[config.mk]
export PLATFORM = sky130hd
export DESIGN_NAME = irp_slave
export DESIGN_NICKNAME = d
export VERILOG_FILES = /design/src/rtl/irp_pkg.sv /design/src/rtl/irp_slave.sv /design/src/rtl/irp_regfile.sv
export VERILOG_INCLUDE_DIRS = /design/src /design/src/rtl
export SDC_FILE = /design/constraint.sdc
export NUM_CORES = 1
export LEC_CHECK = 0
export BUFFER_PORTS_ARGS = -buffer_cell sky130_fd_sc_hd__buf_2
export CAP_MARGIN = 15
export CORE_MARGIN = 3
export CORE_UTILIZATION = 50
export DETAILED_ROUTE_END_ITERATION = 10
export GPL_TIMING_DRIVEN = 0
export PLACE_DENSITY = 0.66
export REMOVE_ABC_BUFFERS = 1
export SYNTH_ARGS = -nofsm -noshare
export SYNTH_HDL_FRONTEND = slang
export SYNTH_SLANG_ARGS = --single-unit
[constraint.sdc]
create_clock -name clock -period 7.6 [get_ports clock]
set_input_delay 0 -clock clock [delete_from_list [all_inputs] [get_ports clock]]
set_output_delay 0 -clock clock [all_outputs]
set_load 0.03 [all_outputs]
[src/rtl/irp_map.svh]
// Purpose: constants for the two-wire register read port
// Assumes: 32-bit registers, dword addressed, 12-bit byte address
// Notes: included by both modules
`ifndef IRP_MAP_SVH
`define IRP_MAP_SVH

`define IRP_SLAVE_BASE 7'h68
`define IRP_OP_READ 3'h4
`define IRP_OP_MSB 2
`define IRP_PSEL_HI_MSB 3
`define IRP_PSEL0_BIT 7
`define IRP_BE_MSB 5
`define IRP_BE_LSB 2
`define IRP_AHI_MSB 1
`define IRP_SSID_OFFSET 12'h0f8
`define IRP_SSID_RESET 32'h0000_0000

`endif

[src/rtl/irp_pkg.sv]
// Purpose: types shared by the register read port
// Assumes: nothing beyond the map header
// Notes: slave state is one packed struct
package irp_pkg;

   typedef enum logic [2:0] {
      st_idle,
      st_rx,
      st_rx_ack,
      st_tx,
      st_tx_ack,
      st_skip
   } irp_state_t;

   typedef struct packed {
      irp_state_t st;
      logic scl_p;
      logic sda_p;
      logic [2:0] cnt;
      logic done;
      logic [7:0] sh;
      logic addr_ph;
      logic to_tx;
      logic [2:0] cidx;
      logic [7:0] c0;
      logic [7:0] c1;
      logic [7:0] c2;
      logic [7:0] c3;
      logic fetch;
      logic fetched;
      logic [31:0] rbuf;
      logic [1:0] bidx;
      logic oe_n;
      logic [2:0] strap;
      logic strap_ok;
   } irp_slave_st_t;

endpackage

[src/rtl/irp_slave.sv]
// Purpose: two-wire slave that serves register reads by command
// Assumes: scl and sda already synchronous to clock, no clock stretching
// Notes: sda is open drain, sda_oe_n low pulls the wire to sda_out
`timescale 1ns/100ps
`include "irp_map.svh"

module irp_slave import irp_pkg::*; #(
   parameter int NPORT = 3
) (
   input wire logic clock,
   input wire logic rst,
   input wire logic scl_in,
   input wire logic sda_in,
   output logic sda_out,
   output logic sda_oe_n,
   input wire logic [2:0] addr_strap,
   input wire logic core_wr_en,
   input wire logic [4:0] core_wr_port,
   input wire logic [11:0] core_wr_addr,
   input wire logic [31:0] core_wr_data,
   input wire logic [3:0] core_wr_be,
   output logic [4:0] cmd_port,
   output logic [11:0] cmd_addr,
   output logic [3:0] cmd_be,
   output logic fetch_done
);

   localparam logic [6:0] SLAVE_BASE = `IRP_SLAVE_BASE;

   irp_slave_st_t s_q;
   irp_slave_st_t s_d;

   logic scl_rise;
   logic scl_fall;
   logic start_seen;
   logic stop_seen;
   logic addr_match;
   logic [4:0] psel;
   logic [11:0] raddr;
   logic [31:0] rd_data;

   // Bit of the outgoing byte, byte index 0 is register byte 3
   function automatic logic tx_bit(input logic [31:0] d, input logic [1:0] bi, input logic [2:0] ci);
      logic [7:0] b;
      case (bi)
         2'd0: b = d[31:24];
         2'd1: b = d[23:16];
         2'd2: b = d[15:8];
         default: b = d[7:0];
      endcase
      return b[3'd7 - ci];
   endfunction

   assign scl_rise = scl_in & ~s_q.scl_p;
   assign scl_fall = ~scl_in & s_q.scl_p;
   // Start and stop are sda moves while scl stays high
   assign start_seen = scl_in & s_q.scl_p & s_q.sda_p & ~sda_in;
   assign stop_seen = scl_in & s_q.scl_p & ~s_q.sda_p & sda_in;

   // straps replace the low address bits
   assign addr_match = s_q.strap_ok && (s_q.sh[7:1] == {SLAVE_BASE[6:3], s_q.strap});

   assign psel = {s_q.c1[`IRP_PSEL_HI_MSB:0], s_q.c2[`IRP_PSEL0_BIT]};
   assign raddr = {s_q.c2[`IRP_AHI_MSB:0], s_q.c3, 2'b00};

   irp_regfile #(
      .NPORT(NPORT)
   ) u_regs (
      .clock(clock),
      .rst(rst),
      .rd_port(psel),
      .rd_addr(raddr),
      .rd_data(rd_data),
      .wr_en(core_wr_en),
      .wr_port(core_wr_port),
      .wr_addr(core_wr_addr),
      .wr_data(core_wr_data),
      .wr_be(core_wr_be)
   );

   always_comb begin
      s_d = s_q;
      s_d.scl_p = scl_in;
      s_d.sda_p = sda_in;
      s_d.fetch = 1'b0;
      s_d.fetched = 1'b0;

      // Straps are caught once, the cycle after reset is released
      if (!s_q.strap_ok) begin
         s_d.strap = addr_strap;
         s_d.strap_ok = 1'b1;
      end

      if (s_q.fetch) begin
         // only the read opcode loads the buffer
         // reserved bits of byte 0 not looked at
         if (s_q.c0[`IRP_OP_MSB:0] == `IRP_OP_READ) begin
            s_d.rbuf = rd_data;
            s_d.fetched = 1'b1;
         end
      end

      if (start_seen) begin
         s_d.st = st_rx;
         s_d.cnt = 3'd0;
         s_d.done = 1'b0;
         s_d.addr_ph = 1'b1;
         s_d.oe_n = 1'b1;
      end else if (stop_seen) begin
         s_d.st = st_idle;
         s_d.oe_n = 1'b1;
      end else begin
         case (s_q.st)
            st_idle: begin
               s_d.oe_n = 1'b1;
            end
            st_rx: begin
               if (scl_rise) begin
                  s_d.sh = {s_q.sh[6:0], sda_in};
                  s_d.cnt = s_q.cnt + 3'd1;
                  s_d.done = (s_q.cnt == 3'd7);
               end else if (scl_fall && s_q.done) begin
                  s_d.done = 1'b0;
                  s_d.cnt = 3'd0;
                  if (s_q.addr_ph) begin
                     s_d.addr_ph = 1'b0;
                     if (addr_match) begin
                        s_d.st = st_rx_ack;
                        s_d.oe_n = 1'b0;
                        s_d.to_tx = s_q.sh[0];
                        s_d.cidx = 3'd0;
                        s_d.bidx = 2'd0;
                     end else begin
                        s_d.st = st_skip;
                     end
                  end else if (s_q.cidx < 3'd4) begin
                     s_d.st = st_rx_ack;
                     s_d.oe_n = 1'b0;
                     s_d.to_tx = 1'b0;
                     s_d.cidx = s_q.cidx + 3'd1;
                     case (s_q.cidx[1:0])
                        2'd0: s_d.c0 = s_q.sh;
                        2'd1: s_d.c1 = s_q.sh;
                        2'd2: s_d.c2 = s_q.sh;
                        default: begin
                           s_d.c3 = s_q.sh;
                           s_d.fetch = 1'b1;
                        end
                     endcase
                  end else begin
                     // Extra bytes past the command are not acked
                     s_d.st = st_skip;
                  end
               end
            end
            st_rx_ack: begin
               if (scl_fall) begin
                  s_d.cnt = 3'd0;
                  if (s_q.to_tx) begin
                     s_d.st = st_tx;
                     s_d.oe_n = tx_bit(s_q.rbuf, s_q.bidx, 3'd0);
                  end else begin
                     s_d.st = st_rx;
                     s_d.oe_n = 1'b1;
                  end
               end
            end
            st_tx: begin
               if (scl_fall) begin
                  if (s_q.cnt == 3'd7) begin
                     s_d.st = st_tx_ack;
                     s_d.cnt = 3'd0;
                     s_d.done = 1'b0;
                     s_d.oe_n = 1'b1;
                  end else begin
                     s_d.cnt = s_q.cnt + 3'd1;
                     s_d.oe_n = tx_bit(s_q.rbuf, s_q.bidx, s_q.cnt + 3'd1);
                  end
               end
            end
            st_tx_ack: begin
               if (scl_rise) begin
                  // master nack ends the data phase
                  if (sda_in) begin
                     s_d.st = st_skip;
                  end else begin
                     s_d.done = 1'b1;
                  end
               end else if (scl_fall && s_q.done) begin
                  s_d.done = 1'b0;
                  s_d.st = st_tx;
                  // byte 3 first, byte 0 last
                  // index wraps back to byte 3
                  s_d.bidx = s_q.bidx + 2'd1;
                  s_d.oe_n = tx_bit(s_q.rbuf, s_q.bidx + 2'd1, 3'd0);
               end
            end
            st_skip: begin
               s_d.oe_n = 1'b1;
            end
            default: begin
               s_d.st = st_idle;
               s_d.oe_n = 1'b1;
            end
         endcase
      end
   end

   always_ff @(posedge clock or posedge rst) begin
      if (rst) begin
         s_q <= '{st: st_idle, scl_p: 1'b1, sda_p: 1'b1, cnt: 3'd0, done: 1'b0, sh: 8'h00,
                  addr_ph: 1'b0, to_tx: 1'b0, cidx: 3'd0, c0: 8'h00, c1: 8'h00, c2: 8'h00,
                  c3: 8'h00, fetch: 1'b0, fetched: 1'b0, rbuf: 32'h0000_0000, bidx: 2'd0,
                  oe_n: 1'b1, strap: 3'h0, strap_ok: 1'b0};
      end else begin
         s_q <= s_d;
      end
   end

   // Open drain: only a low is ever driven
   assign sda_out = 1'b0;
   assign sda_oe_n = s_q.oe_n;
   assign cmd_port = psel;
   assign cmd_addr = raddr;
   // byte enable field of command byte 2
   assign cmd_be = s_q.c2[`IRP_BE_MSB:`IRP_BE_LSB];
   assign fetch_done = s_q.fetched;

endmodule

[src/rtl/irp_regfile.sv]
// Purpose: per-port register storage behind the read port
// Assumes: one subsystem identification register per port
// Notes: read is combinational, write comes from the core side
`timescale 1ns/100ps
`include "irp_map.svh"

module irp_regfile import irp_pkg::*; #(
   parameter int NPORT = 3
) (
   input wire logic clock,
   input wire logic rst,
   input wire logic [4:0] rd_port,
   input wire logic [11:0] rd_addr,
   output logic [31:0] rd_data,
   input wire logic wr_en,
   input wire logic [4:0] wr_port,
   input wire logic [11:0] wr_addr,
   input wire logic [31:0] wr_data,
   input wire logic [3:0] wr_be
);

   typedef struct packed {
      logic [NPORT-1:0][31:0] ssid;
   } irp_rf_st_t;

   irp_rf_st_t s_q;
   irp_rf_st_t s_d;

   // Same decode serves both read and write so they never disagree
   function automatic logic hit(input logic [4:0] p, input logic [11:0] a, input int i);
      logic [31:0] iw;
      iw = i;
      return (p == iw[4:0]) && (a == `IRP_SSID_OFFSET);
   endfunction

   always_comb begin
      s_d = s_q;
      rd_data = 32'h0000_0000;
      for (int i = 0; i < NPORT; i++) begin
         if (hit(rd_port, rd_addr, i)) begin
            rd_data = s_q.ssid[i];
         end
         if (wr_en && hit(wr_port, wr_addr, i)) begin
            for (int b = 0; b < 4; b++) begin
               if (wr_be[b]) begin
                  s_d.ssid[i][8*b +: 8] = wr_data[8*b +: 8];
               end
            end
         end
      end
   end

   always_ff @(posedge clock or posedge rst) begin
      if (rst) begin
         s_q <= '{ssid: {NPORT{`IRP_SSID_RESET}}};
      end else begin
         s_q <= s_d;
      end
   end

endmodule

==> impl_metrics.ini <==
[synth]
synth_edf_count = 0
ys_types = 59
ys_seq_area_share_pct = 53.95
synth_area_um2 = 8402
synthTopCellsByArea = dfrtp_1 53%, mux2_2 18%, nand2_1 2.9%
synth_area_per_cell_um2 = 12.14
ys.warnings.count = 0
ys_async_sr_fraction_pct = 100.0
yosys.area.top_type_share_pct = 53.02
ys_ff_latch = 181
yosysTopAreaCell = dfrtp_1
synth_cells = 692
synth_ff_type = dfrtp_1

[grt]
grt.total_usage_pct = 21.66
grt_util_met1_pct = 27.14
grt_pass1_vias = 6160
grt_pass1_wl_um = 31130
grt_max_degree = 99
use_met3_pct = 4.123
antenna_found_initial = 0
grt.busiest_layer = met2
grt_util_met2_pct = 38.41
overflow = 0

[floorplan]
rows = 46
start_util_pct = 51.95
die_h_um = 135.6
core_um2 = 16170
die_area_um2 = 18400
die_width_um = 135.6
pin_count = 85

[clock_tree]
htreeDepth = 4
cts_max_path_buffers = 2
post-cts-setup-buffers = 0
cts.sinks = 181
cts_buffers = 17
cts.reportedPaths.clkPinSlew_ps = 70
tritoncts = yes
cts_root_buffer = clkbuf_16
clk_latency_ps = 430

[power]
finalPower_mw = 2.238
power_density_nw_per_um2 = 225.9
ir_drop_uv = 179.4
cellLeakagePower_nw = 4.827

[setup_path]
cp-end-kind = flop
r2r_setup_slack_ps = 4580
worstSetupPathType = reg2reg
reg2reg_from = s_q[65]
start_kind = flop
crit_required_ps = 7950
reg2reg_to = s_q[28]
r2r_cells = 5
cpPeakStageDelay_ps = 1280
critical_path.top_delay_family = buffers and inverters
cp_cell_sequence = nor2_1 -> nand3_2 -> inv_1 -> nor2_1 -> a21oi_1
worstPathArrival_ps = 3370
critPathMostFrequentCell = nor2_1
crit_slowest_cell = inv_1
path_buf_inv = 1
cp_max_fo = 35

[place]
dp_hpwl_um = 12970
postPlaceCellArea_um2 = 8920
dpl_worst_slack_ps = 4658
gp_congestion = 0.8380
numPortBuffers = 81
dp.cells = 947

[routing]
routedWlPerCell_um = 18.99
vias = 5926
first_pass_iters = 6
routed_wl_um = 19320
ant_nets = 0
route.detailed.drc = 0
via_per_inst = 5.827
drt_iter0_drc = 405

[cells_and_area]
drive_above_1_share_pct = 35.33
stdcell_count = 1017
fin_nets = 862
finish.utilization_pct = 61.27
multi_input_comb_area_um2 = 3523
fillers = 1291
final_cell_area_um2 = 9910
regArea_um2 = 4533
diodes = 0
area.growth.synth_to_final_pct = 17.94

[timing]
hold_violations = 0
post-route-period-util_pct = 39.71
max_freq_ghz = 0.3314
slew_headroom_pct = 19.19
drv_slew = 0
clock_skew_ps = 10.34
worstMarginPinSlew_ps = 1211
fin_setup_tns_ps = 0
finalCriticalPeriod_ps = 3018
setup_ws_ps = 4582
rsz0062_at_grt = no
whs_ps = 172.0
setup_viol = 0

[job]
cap_violations = 0

[min_path]
hp-class = in2async

[status]
status = completed
[worst register-to-register path, delay by kind of cell (launching register included)]
| family | cells | cell delay (ps) |
|---|---|---|
| DFF | 1 | 380 |
| buffers and inverters | 1 | 1300 |
| AOI/OAI and AO/OA | 1 | 190 |
| and+or+nand+nor | 3 | 1080 |
[power by group]
group	total (mW)	internal [mW]	switching, mW	leakage (nW)
combinational	0.275	0.122	0.153	2.04
clock	0.908	0.521	0.387	0.293
sequential	1.06	0.998	0.0584	2.49
total	2.24	1.64	0.598	4.83
[cell usage in the layout (no fill, tap or decap), types with 5 or more instances in the layout]
cell type | synthesis | final
dfrtp_1 | 178 | 178
mux2_2 | 134 | 134
buf_2 | 8 | 81
nand2_1 | 64 | 64
nor2_1 | 45 | 45
a21oi_1 | 38 | 38
dlygate4sd3_1 | 0 | 38
a221oi_1 | 26 | 26
clkbuf_16 | 0 | 17
o21ai_0 | 14 | 14
inv_1 | 14 | 13
ha_1 | 13 | 13
a221oi_2 | 10 | 10
a21oi_2 | 10 | 10
nand2b_1 | 7 | 7
nand3_1 | 7 | 7
a22oi_1 | 7 | 7
nor3_1 | 5 | 5
[sequential cells by signal, indices dropped and copies added (netlist names)]
register	cells
u_regs.s_q	96
s_q	64
cmd_addr	10
cmd_port	5
cmd_be	4
fetch_done	1
sda_oe_n	1
[logic make-up (layout without fill, tap and decap cells)]
family	Yosys count	after routing	synth area share (%)
compound gates	132	132	11.88
xor+xnor	3	3	0.3128
fa+ha+maj	13	13	1.936
buf+inv	64	171	4.274
flops	181	181	53.95
mux	136	136	18.20
other cells	2	4	0.08939
simple gates	161	161	9.352
[synthesized netlist by cell type (all sizes together), types with 7 or more instances]
cell and count:
nand2 64, dfrtp 178, o21ai 14, a21oi 48, buf 34, inv 14, mux2 134, ha 13
nand3 8, nand2b 7, nor3 7, nor2 45, a221oi 36, clkbuf 16, a22oi 7
[repair_timing]
item                                   4_1_cts  5_1_grt
hold buffers                                38        0
gates resized for setup                      0        0
endpoints found under the hold margin      185        0
[area by class of cell]
type	count	share of cell area [%]
Inverter	14	0.6061
Sequential cell	181	45.74
Timing Repair Buffer	125	9.217
Multi-Input combinational cell	449	35.56
Clock buffer	18	4.331
Tap cell	216	2.727
Clock inverter	14	1.818
[routing by layer]
metal / vias up / wire, um
met2: 200 / 10070
li1: 2685 / -
met4: 0 / 231
met3: 26 / 896
met1: 3015 / 8120
met5: - / 0
[how the worst max path moves through the flow]
stage	from	to	slack (ps)	depth (start not counted)
6_report	s_q[65]	s_q[28]	4580	5
3_3_place_gp	rst	s_q[11]	1080	2
4_1_cts	s_q[65]	s_q[33]	4590	5
2_1_floorplan	rst	cmd_addr[10]	2690	1
5_1_grt	s_q[65]	s_q[33]	4410	5
3_5_place_dp	s_q[65]	s_q[23]	4660	5
(Power assumes the default switching activity.)
